$ cat src/hw/sspms_pkg.sv
// constants, register map and mode type of the synchronous serial port
package sspms_pkg;

    // ------------------------------------------------------------------
    // register bus widths and offsets
    // ------------------------------------------------------------------
    localparam int          ADDR_W       = 3;
    localparam int          DATA_W       = 8;
    localparam logic [2:0]  OFS_PERIPHERAL_IRQ_ENABLE_1     = 3'h0;   // peripheral_irq_enable_1
    localparam logic [2:0]  OFS_PERIPHERAL_IRQ_FLAG_1     = 3'h1;   // peripheral_irq_flag_1
    localparam logic [2:0]  OFS_RECEIVE_STATUS_CONTROL    = 3'h2;   // receive_status_control
    localparam logic [2:0]  OFS_BRG      = 3'h3;   // baud_divisor
    localparam logic [2:0]  OFS_TRANSMIT_DATA_BUFFER    = 3'h4;   // transmit_data_buffer
    localparam logic [2:0]  OFS_TRANSMIT_STATUS_CONTROL    = 3'h5;   // transmit_status_control
    localparam logic [2:0]  OFS_RECEIVE_DATA_BUFFER    = 3'h6;   // receive_data_buffer
    localparam logic [2:0]  OFS_CORE     = 3'h7;   // core_control

    // ------------------------------------------------------------------
    // field positions
    // ------------------------------------------------------------------
    localparam int          IRQ_RC       = 5;      // receive enable / ready flag
    localparam int          IRQ_TX       = 4;      // transmit enable / free flag
    localparam int          RC_PORT_ENABLE      = 7;
    localparam int          RC_RX9       = 6;
    localparam int          RC_SINGLE_RECEIVE_ENABLE      = 5;
    localparam int          RC_CONTINUOUS_RECEIVE_ENABLE      = 4;
    localparam int          RC_ADDRESS_DETECT_ENABLE     = 3;
    localparam int          TX_CLOCK_SOURCE_MASTER      = 7;
    localparam int          TX_TX9       = 6;
    localparam int          TX_TRANSMIT_ENABLE      = 5;
    localparam int          TX_SYNC      = 4;
    localparam int          TX_HIGH_SPEED_BAUD_SELECT      = 2;
    localparam int          TX_TRANSMIT_NINTH_BIT      = 0;
    localparam int          CORE_GIE     = 0;
    localparam int          CORE_PERIPHERAL_IRQ_ENABLE    = 1;
    localparam int          CORE_SLEEP   = 2;

    // ------------------------------------------------------------------
    // reset values and character lengths
    // ------------------------------------------------------------------
    localparam logic [7:0]  RST_REG      = 8'h00;
    localparam logic [7:0]  RST_TRANSMIT_STATUS_CONTROL    = 8'h02;  // shift register empty
    localparam logic [3:0]  BITS_8       = 4'h8;
    localparam logic [3:0]  BITS_9       = 4'h9;

    typedef enum logic [2:0] {
        SSPMS_IDLE,
        SSPMS_MTX,
        SSPMS_MRX,
        SSPMS_STX,
        SSPMS_SRX
    } sspms_mode_type;

endpackage

$ cat src/hw/sspms_core.sv
// synchronous master/slave serial port with register port and two-entry receive fifo
//
// Chosen here: the strobed register port and the address map.
`timescale 1ns/100ps

module sspms_core (
    input  wire logic        clk_in,
    input  wire logic        rstn_in,
    input  wire logic [2:0]  addr_in,
    input  wire logic [7:0]  wdata_in,
    input  wire logic        wr_in,
    input  wire logic        rd_in,
    output logic      [7:0]  rdata_out,
    input  wire logic        serial_clock_pin_in,
    output logic             serial_clock_pin_out,
    output logic             serial_clock_pin_oe_out,
    input  wire logic        serial_data_pin_in,
    output logic             serial_data_pin_out,
    output logic             serial_data_pin_oe_out,
    output logic             wake_out,
    output logic             irq_vector_out
);

    // ------------------------------------------------------------------
    // state
    // ------------------------------------------------------------------
    typedef struct packed {
        logic [7:0]       pie;
        logic [7:0]       pir_rest;
        logic             port_enable;
        logic             rx9;
        logic             single_receive_enable;
        logic             continuous_receive_enable;
        logic             address_detect_enable;
        logic             overrun_error_flag;
        logic [7:0]       brg;
        logic [7:0]       transmit_data_buffer;
        logic             txfull;
        logic             clock_source_master;
        logic             tx9;
        logic             transmit_enable;
        logic             sync;
        logic             high_speed_baud_select;
        logic             transmit_ninth_bit;
        logic             global_irq_enable;
        logic             peripheral_irq_enable;
        logic             slp;
        logic [8:0]       transmit_shifter;
        logic [3:0]       tx_left;
        logic [8:0]       receive_shifter;
        logic [3:0]       rx_cnt;
        logic [1:0][8:0]  fifo;
        logic             head;
        logic [1:0]       count;
        logic [7:0]       baud;
        logic             sclk;
        logic             dout;
        logic [7:0]       rdata;
        logic             ck_s1;
        logic             ck_s2;
        logic             ck_s3;
        logic             dt_s1;
        logic             dt_s2;
    } sspms_state_type;

    sspms_state_type          st;
    sspms_state_type          next_st;
    sspms_pkg::sspms_mode_type mode;
    logic                     master;
    logic                     rx_go;
    logic                     rx_active;
    logic                     tx_mode;
    logic                     master_run;
    logic                     tick;
    logic                     lead;
    logic                     trail;
    logic                     rx_done;
    logic                     pop;
    logic                     receive_ready_flag;
    logic                     transmit_buffer_free_flag;
    logic                     shift_empty_status;
    logic [3:0]               nbits_rx;

    // ------------------------------------------------------------------
    // mode decode
    // ------------------------------------------------------------------
    always_comb begin
        if (!(st.sync && st.port_enable)) begin
            mode = sspms_pkg::SSPMS_IDLE;
        end else if (st.clock_source_master) begin
            mode = (st.single_receive_enable || st.continuous_receive_enable) ? sspms_pkg::SSPMS_MRX : sspms_pkg::SSPMS_MTX;
        end else begin
            mode = (st.single_receive_enable || st.continuous_receive_enable) ? sspms_pkg::SSPMS_SRX : sspms_pkg::SSPMS_STX;
        end
    end

    // overrun blocks reception until the error is gone
    assign rx_go      = (st.single_receive_enable || st.continuous_receive_enable) && !st.overrun_error_flag;
    assign master     = (mode == sspms_pkg::SSPMS_MTX) || (mode == sspms_pkg::SSPMS_MRX);
    assign rx_active  = ((mode == sspms_pkg::SSPMS_MRX) || (mode == sspms_pkg::SSPMS_SRX))
                        && rx_go;
    assign tx_mode    = ((mode == sspms_pkg::SSPMS_MTX) || (mode == sspms_pkg::SSPMS_STX))
                        && st.transmit_enable;
    // master clock runs only while a character is in flight
    assign master_run = ((mode == sspms_pkg::SSPMS_MTX) && st.tx_left != 4'h0) ||
                        ((mode == sspms_pkg::SSPMS_MRX) && rx_go);
    assign tick       = master_run && (st.baud == st.brg);
    // edges from own divider as master, from the synchronised pin as slave
    assign lead       = master ? (tick && !st.sclk) : (st.ck_s2 && !st.ck_s3);
    assign trail      = master ? (tick && st.sclk) : (!st.ck_s2 && st.ck_s3);
    assign nbits_rx   = st.rx9 ? sspms_pkg::BITS_9 : sspms_pkg::BITS_8;
    assign rx_done    = rx_active && trail && ((st.rx_cnt + 4'h1) == nbits_rx);
    assign pop        = rd_in && (addr_in == sspms_pkg::OFS_RECEIVE_DATA_BUFFER) && (st.count != 2'h0);
    assign receive_ready_flag       = (st.count != 2'h0);
    assign transmit_buffer_free_flag       = st.port_enable && st.transmit_enable && !st.txfull;
    assign shift_empty_status       = (st.tx_left == 4'h0);

    // ------------------------------------------------------------------
    // read data mux
    // ------------------------------------------------------------------
    function automatic logic [7:0] read_value(input logic [2:0] a);
        logic [7:0] v;
        v = 8'h00;
        case (a)
            sspms_pkg::OFS_PERIPHERAL_IRQ_ENABLE_1:  v = st.pie;
            sspms_pkg::OFS_PERIPHERAL_IRQ_FLAG_1: begin
                v = st.pir_rest;
                v[sspms_pkg::IRQ_RC] = receive_ready_flag;
                v[sspms_pkg::IRQ_TX] = transmit_buffer_free_flag;
            end
            sspms_pkg::OFS_RECEIVE_STATUS_CONTROL: v = {st.port_enable, st.rx9, st.single_receive_enable, st.continuous_receive_enable, st.address_detect_enable,
                                       1'b0, st.overrun_error_flag, st.fifo[st.head][8]};
            sspms_pkg::OFS_BRG:   v = st.brg;
            sspms_pkg::OFS_TRANSMIT_STATUS_CONTROL: v = {st.clock_source_master, st.tx9, st.transmit_enable, st.sync, 1'b0,
                                       st.high_speed_baud_select, shift_empty_status, st.transmit_ninth_bit};
            sspms_pkg::OFS_RECEIVE_DATA_BUFFER: v = st.fifo[st.head][7:0];
            sspms_pkg::OFS_CORE:  v = {5'h00, st.slp, st.peripheral_irq_enable, st.global_irq_enable};
            default:              v = 8'h00;                            // write-only buffer
        endcase
        return v;
    endfunction

    // ------------------------------------------------------------------
    // next state
    // ------------------------------------------------------------------
    always_comb begin
        logic [8:0] chr;
        logic       idx;
        chr     = 9'h000;
        idx     = 1'b0;
        next_st = st;
        // pins pass two flops before anything reads them
        next_st.ck_s1 = serial_clock_pin_in;
        next_st.ck_s2 = st.ck_s1;
        next_st.ck_s3 = st.ck_s2;
        next_st.dt_s1 = serial_data_pin_in;
        next_st.dt_s2 = st.dt_s1;
        if (rd_in) begin
            next_st.rdata = read_value(addr_in);
        end
        // software writes
        if (wr_in) begin
            case (addr_in)
                sspms_pkg::OFS_PERIPHERAL_IRQ_ENABLE_1:  next_st.pie = wdata_in;
                sspms_pkg::OFS_PERIPHERAL_IRQ_FLAG_1:  next_st.pir_rest = wdata_in & 8'hCF;
                sspms_pkg::OFS_RECEIVE_STATUS_CONTROL: begin
                    next_st.port_enable  = wdata_in[sspms_pkg::RC_PORT_ENABLE];
                    next_st.rx9   = wdata_in[sspms_pkg::RC_RX9];
                    next_st.single_receive_enable  = wdata_in[sspms_pkg::RC_SINGLE_RECEIVE_ENABLE];
                    next_st.continuous_receive_enable  = wdata_in[sspms_pkg::RC_CONTINUOUS_RECEIVE_ENABLE];
                    next_st.address_detect_enable = wdata_in[sspms_pkg::RC_ADDRESS_DETECT_ENABLE];
                    if (st.continuous_receive_enable && !wdata_in[sspms_pkg::RC_CONTINUOUS_RECEIVE_ENABLE]) begin
                        next_st.overrun_error_flag = 1'b0;
                    end
                end
                sspms_pkg::OFS_BRG:   next_st.brg = wdata_in;
                sspms_pkg::OFS_TRANSMIT_DATA_BUFFER: begin
                    next_st.transmit_data_buffer  = wdata_in;
                    next_st.txfull = 1'b1;
                end
                sspms_pkg::OFS_TRANSMIT_STATUS_CONTROL: begin
                    next_st.clock_source_master = wdata_in[sspms_pkg::TX_CLOCK_SOURCE_MASTER];
                    next_st.tx9  = wdata_in[sspms_pkg::TX_TX9];
                    next_st.transmit_enable = wdata_in[sspms_pkg::TX_TRANSMIT_ENABLE];
                    next_st.sync = wdata_in[sspms_pkg::TX_SYNC];
                    next_st.high_speed_baud_select = wdata_in[sspms_pkg::TX_HIGH_SPEED_BAUD_SELECT];
                    next_st.transmit_ninth_bit = wdata_in[sspms_pkg::TX_TRANSMIT_NINTH_BIT];
                end
                sspms_pkg::OFS_CORE: begin
                    next_st.global_irq_enable  = wdata_in[sspms_pkg::CORE_GIE];
                    next_st.peripheral_irq_enable = wdata_in[sspms_pkg::CORE_PERIPHERAL_IRQ_ENABLE];
                    next_st.slp  = wdata_in[sspms_pkg::CORE_SLEEP];
                end
                default: next_st.pie = st.pie;
            endcase
        end
        // data read pops the fifo; in single mode it also ends an overrun
        if (pop) begin
            next_st.head  = ~st.head;
            next_st.count = st.count - 2'h1;
        end
        if (rd_in && (addr_in == sspms_pkg::OFS_RECEIVE_DATA_BUFFER) && !st.continuous_receive_enable) begin
            next_st.overrun_error_flag = 1'b0;
        end
        // master clock divider; low and still whenever nothing is in flight
        if (master_run) begin
            next_st.baud = tick ? 8'h00 : (st.baud + 8'h01);
            if (tick) begin
                next_st.sclk = ~st.sclk;
            end
        end else begin
            next_st.baud = 8'h00;
            next_st.sclk = 1'b0;
        end
        // transmit shifter
        if (!tx_mode) begin
            next_st.tx_left = 4'h0;
        end else if (st.tx_left != 4'h0) begin
            if (lead) begin
                next_st.dout = st.transmit_shifter[0];
            end
            if (trail) begin
                next_st.transmit_shifter     = {1'b0, st.transmit_shifter[8:1]};
                next_st.tx_left = st.tx_left - 4'h1;
            end
        end else if (st.txfull) begin
            next_st.transmit_shifter     = {st.transmit_ninth_bit, st.transmit_data_buffer};
            next_st.tx_left = st.tx9 ? sspms_pkg::BITS_9 : sspms_pkg::BITS_8;
            if (!(wr_in && addr_in == sspms_pkg::OFS_TRANSMIT_DATA_BUFFER)) begin
                next_st.txfull = 1'b0;
            end
        end
        // receive shifter; a dropped enable discards the partial character
        if (!rx_active) begin
            next_st.rx_cnt = 4'h0;
        end else if (trail) begin
            next_st.receive_shifter    = {st.dt_s2, st.receive_shifter[8:1]};
            next_st.rx_cnt = st.rx_cnt + 4'h1;
        end
        if (rx_done) begin
            next_st.rx_cnt = 4'h0;
            chr = st.rx9 ? next_st.receive_shifter : {1'b0, next_st.receive_shifter[8:1]};
            next_st.single_receive_enable = 1'b0;
            if (next_st.count == 2'h2) begin
                next_st.overrun_error_flag = 1'b1;
            end else begin
                idx = next_st.head ^ next_st.count[0];
                next_st.fifo[idx] = chr;
                next_st.count     = next_st.count + 2'h1;
            end
        end
        // port disable resets the serial unit's counters, flags, fifo pointers and clock divider
        if (!next_st.port_enable) begin
            next_st.tx_left = 4'h0;
            next_st.txfull  = 1'b0;
            next_st.rx_cnt  = 4'h0;
            next_st.count   = 2'h0;
            next_st.head    = 1'b0;
            next_st.overrun_error_flag    = 1'b0;
            next_st.sclk    = 1'b0;
            next_st.baud    = 8'h00;
        end
    end

    // ------------------------------------------------------------------
    // registers and outputs
    // ------------------------------------------------------------------
    always_ff @(posedge clk_in or negedge rstn_in) begin
        if (!rstn_in) begin
            st <= '0;
        end else begin
            st <= next_st;
        end
    end

    assign rdata_out               = st.rdata;
    assign serial_clock_pin_out    = st.sclk;
    assign serial_clock_pin_oe_out = master;
    assign serial_data_pin_out     = st.dout;
    assign serial_data_pin_oe_out  = tx_mode;
    // either enabled flag in sleep wakes the core if the peripheral enable is set; only the global enable vectors
    assign wake_out       = st.slp && st.peripheral_irq_enable &&
                            ((transmit_buffer_free_flag && st.pie[sspms_pkg::IRQ_TX]) ||
                             (receive_ready_flag && st.pie[sspms_pkg::IRQ_RC]));
    assign irq_vector_out = wake_out && st.global_irq_enable;
endmodule

$ cat config.mk
export PLATFORM = sky130hd
export DESIGN_NAME = sspms_core
export DESIGN_NICKNAME = d
export VERILOG_FILES = /design/src/hw/sspms_pkg.sv /design/src/hw/sspms_core.sv
export SDC_FILE = /design/constraint.sdc
export NUM_CORES = 1
export LEC_CHECK = 0
export BUFFER_PORTS_ARGS = -buffer_cell sky130_fd_sc_hd__buf_2
export CAP_MARGIN = 10
export CORE_MARGIN = 1.5
export CORE_UTILIZATION = 55
export DETAILED_ROUTE_END_ITERATION = 10
export GPL_ROUTABILITY_DRIVEN = 1
export HOLD_SLACK_MARGIN = 0.08
export PLACE_DENSITY = 0.76
export SYNTH_ARGS = -nofsm -noshare
export SYNTH_HDL_FRONTEND = slang
export SYNTH_SLANG_ARGS = --single-unit
$ cat constraint.sdc
create_clock -name clk_in -period 3 [get_ports clk_in]
set_clock_uncertainty 0.05 [all_clocks]
set_input_delay 0.45 -clock clk_in [delete_from_list [all_inputs] [get_ports clk_in]]
set_output_delay 0.45 -clock clk_in [all_outputs]
set_load 0.01 [all_outputs]
# [Word level (Yosys, flattened, before mapping)]
# Cells that the tools add are included.
[word_totals] ff_bits=116 input_bits=17 wordCells=176
[classes] n_addsub=5 order_cmp=3 n_eq_ne=19 muxes=50 bitwise=4 n_reduce_logical=58
[op_table] operator="2-to-1 mux 9 bit" n=7
[op_table] operator="one-hot mux 8 bit (7 select lines)" n=1
[op_table] operator="2-to-1 mux 13 bit" n=4
[op_table] operator="2-to-1 mux 32 bit" n=1
[op_table] operator="logical AND 1 bit" n=26
[op_table] operator="2-to-1 mux 22 bit" n=1
[op_table] operator="AND reduction 2 bit" n=10
[op_table] operator="bitwise mux 18 bit" n=1
[op_table] operator="2-to-1 mux 18 bit" n=1
[op_table] operator="2-to-1 mux 1 bit" n=16
[op_table] operator="2-to-1 mux 4 bit" n=4
[op_table] operator="2-to-1 mux 8 bit" n=2
[op_table] operator="equality test 3 bit (second input constant)" n=5
[op_table] operator="2-to-1 mux 3 bit" n=5
[op_table] operator="equality test 3 x 2 -> 1 bit (second input constant)" n=4
[op_table] operator="2-to-1 mux 12 bit" n=1
[op_table] operator="2-to-1 mux 6 bit" n=2
[op_table] operator="demux 9 bit (select 1 bit)" n=1
[op_table] operator="adder 8 x 1 -> 8 bit (second input constant)" n=1
[op_table] operator="equality test 8 bit" n=1
[op_table] operator="nonzero test 2 bit" n=4
[op_table] operator="zero test 1 bit" n=7
[op_table] operator="equality test 3 x 1 -> 1 bit (second input constant)" n=2
[op_table] operator="logical OR 1 bit" n=6
[op_table] operator="20 further kinds" n=26

# [Depth between registers and ports, before layout]
[logic_depth] word_depth=17 mapped_depth=13

# [Worst setup path before layout]
# Ideal clock, no wire load.
[synth_path] kind="register to register" from="reg st[98] (netlist name)" to="reg (tool-made name)" t_arrival_ns=2.689 required_ns=2.855 path_slack_ns=0.165 path_stages_with_launch=12 path_buffers=2 period_less_slack_ns=2.835 cell_sequence="dfrtp_1 buf_2 nor2_1 inv_1 ha_1 nor3_4 o211ai_1 nor4b_4 o211ai_2 or3b_1 buf_2 o31ai_1"
[synth_lines] item="start: declaration" line="sspms_core.sv:66" rtl="sspms_state_type st;"
[synth_lines] item="start signal: assignment" line="sspms_core.sv:272" rtl="st <= next_st;"

==> impl_metrics.json <==
{
  "status": "complete, no violations",
  "clk_latency_ns": 0.42,
  "worstSetupPathType": "flip-flop to flip-flop",
  "fin_area_um2": 7230,
  "ys_seq_area_frac": 0.466,
  "root_buffer": "clkbuf_16",
  "tightest_slew_ns": 0.945,
  "syn_nets": 622,
  "grt_pass1_wl_um": 24400,
  "synth_area_um2": 6220,
  "vdd_ir_drop_max_mv": 0.442,
  "crit_fanout": 8,
  "max_stage_delay_ns": 0.46,
  "grt_pass1_vias": 4707,
  "period_needed_ns": 2.83,
  "synth_edf_count": 0,
  "clockBufferDepth": 2,
  "antenna_found_initial": 0,
  "slew_violations": 0,
  "startpoint_type": "flip-flop",
  "max-slew-margin-rel": 0.370,
  "finalHoldViolations": 0,
  "dr.pass1.iters": 7,
  "wl_um": 14900,
  "cp-end-kind": "flip-flop",
  "cts.sinks": 116,
  "synth_warnings": 0,
  "path_cells": "nor2_1 -> inv_1 -> ha_1 -> nor3_4 -> o211ai_1 -> nor4b_4 -> buf_4 -> o211ai_2 -> or3b_4 -> o31ai_1",
  "io_buffers": 30,
  "routabilityCongestion": 0.936,
  "drive_gt1_frac": 0.250,
  "syn_avg_cell_area_um2": 10.4,
  "drt_iter0_drc": 501,
  "area_growth_pct": 16.2,
  "grt-ovfl-total": 0,
  "worstPathArrival_ns": 3.10,
  "design.die.area_um2": 12000,
  "p_leak_nw": 3.16,
  "wl_per_cell_um": 18.9,
  "postRouteAntennaNets": 0,
  "coreArea_um2": 10900,
  "hold_path_class": "primary input to asynchronous set/reset pin",
  "die_width_um": 109,
  "grt_max_degree": 75,
  "nets": 661,
  "reg2regPathDepth": 10,
  "drcViolationCount": 0,
  "cp_slowest_cell": "or3b_4",
  "final_util": 0.662,
  "clkSlewWorstSetupHoldPaths_ns": 0.05,
  "timing.hold.ws_ns": 0.126,
  "vias": 4804,
  "synth_seq_cells": 116,
  "synth_async_sr_flop_share": 1.00,
  "fin_crit_sh": 0.943,
  "dpl.hpwl_um": 10600,
  "synth_top_flop_cell": "dfrtp_1",
  "crit_required_ns": 3.28,
  "power_density_nw_per_um2": 656,
  "dpl_cell_area_um2": 6570,
  "track_usage": 0.272,
  "die_h_um": 109,
  "start_util": 0.569,
  "synthCells": 597,
  "ios": 31,
  "num_rows": 38,
  "drv_cap": 0,
  "antenna_cells": 0,
  "htreeDepth": 4,
  "synth_cell_types": 59,
  "setup_tns_ns": 0,
  "setup_viol": 0,
  "fmaxAchievable_mhz": 354,
  "fill_cells": 842,
  "numCtsBuffers": 17,
  "cts_tree": "done",
  "viasPerCell": 6.09
}
placed cells by master, fill, tap and decap left out, types with 4 or more instances in the layout:
cell type and count:
a211oi_1 11, mux4_2 4, buf_4 26, clkinvlp_4 5
mux2_2 53, and2_1 6, ha_1 8, clkbuf_16 17
inv_1 25, o211ai_1 4, buf_2 29, o22ai_1 13
xnor2_1 13, nor2_1 46, nand2_1 39, dfrtp_1 116
xor2_1 10, a31oi_1 12, nand4_1 5, a21oi_1 21
nand2b_1 10, o21ai_1 15, nand3_1 13, nor3_1 10
mux2i_1 37, nor2b_1 5, or3_1 7, o21ai_0 18
o2111ai_1 9
power by group:
| part | leakage (nW) | internal, W | switching (W) | total (W) |
|---|---|---|---|---|
| clock | 0.275 | 0.00130 | 0.000712 | 0.00201 |
| sequential | 1.47 | 0.00174 | 0.000148 | 0.00189 |
| combinational | 1.42 | 0.000374 | 0.000472 | 0.000846 |
| total | 3.16 | 0.00341 | 0.00133 | 0.00475 |
metrics by stage:
| stage | power [W] | setup slack [ns] | instances |
|---|---|---|---|
| final | 0.00475 | 0.172 | 789 |
| after global routing | 0.00495 | -0.0108 | 789 |
| after CTS | 0.00474 | 0.0189 | 786 |
| after detailed placement | 0.00272 | 0.0296 | 753 |
| after global placement | 0.00269 | 0.182 | 753 |
| after floorplan | 0.00246 | 0.165 | 597 |
what timing repair did:
action,in CTS,in global routing
endpoints found under the setup margin,0,29
resized for setup,0,8
hold buffers,1,1
buffers inserted,0,2
hold endpoints to repair,1,1
cells in the mapped netlist, types with 13 or more instances:
cell,instances,share of area
o21ai_1,15,0.012
o22ai_1,13,0.013
xnor2_1,13,0.018
o21ai_0,18,0.014
a21oi_1,21,0.017
nand3_1,13,0.010
clkbuf_1,22,0.013
mux2i_1,38,0.061
nand2_1,39,0.024
nor2_1,46,0.028
mux2_2,53,0.096
dfrtp_1,116,0.47
inv_1,25,0.015
per-layer routing:
layer	vias up	GRT usage	part of all wire
li1	2228	-	-
met1	2369	0.378	0.45
met2	173	0.405	0.47
met3	34	0.0628	0.059
met4	0	0.129	0.028
met5	-	0	0
path summary, 6_finish.rpt:
| path | startpoint | slack (ns) | endpoint |
|---|---|---|---|
| min in group clk_in | wdata_in[3] | 0.29 | st[91] |
| hold reg to reg | next_st[3] | 0.30 | next_st[2] |
| hold / removal | rstn_in | 0.13 | asynchronous set/reset pin |
| setup reg to reg | st[98] | 0.17 | flip-flop |
| max in group asynchronous | rstn_in | 2.05 | st[66] |
| setup / recovery | st[98] | 0.17 | flip-flop |
area by class of cell:
type                    count  area [um^2]  area share
clock buffers              19          433      0.0598
clock inverters            13          160      0.0221
inverters                  26         97.6      0.0135
multi-input cells         416         3070       0.425
flip-flops and latches    116         2900       0.401
well taps                 140          175      0.0242
repair buffers             59          392      0.0541
worst max-delay path, delay by kind of cell, from the launching register on:
kind | cells | cell delay [ns]
adder cells (fa/ha/maj) | 1 | 0.36
AO/OA/AOI/OAI | 3 | 0.48
buffers and inverters | 2 | 0.23
AND/OR/NAND/NOR | 4 | 1.23
flip-flops | 1 | 0.40
cell families (layout without fill, tap and decap cells):
kind of cell	Yosys count	count (layout)	share of synthesized area
simple gates	166	166	0.138
compound gates	124	124	0.130
flops	116	116	0.466
mux	95	95	0.171
buf+inv	65	117	0.0458
xor+xnor	23	23	0.0324
fa+ha+maj	8	8	0.0161
Note: power is estimated with default switching activity, not from simulation.
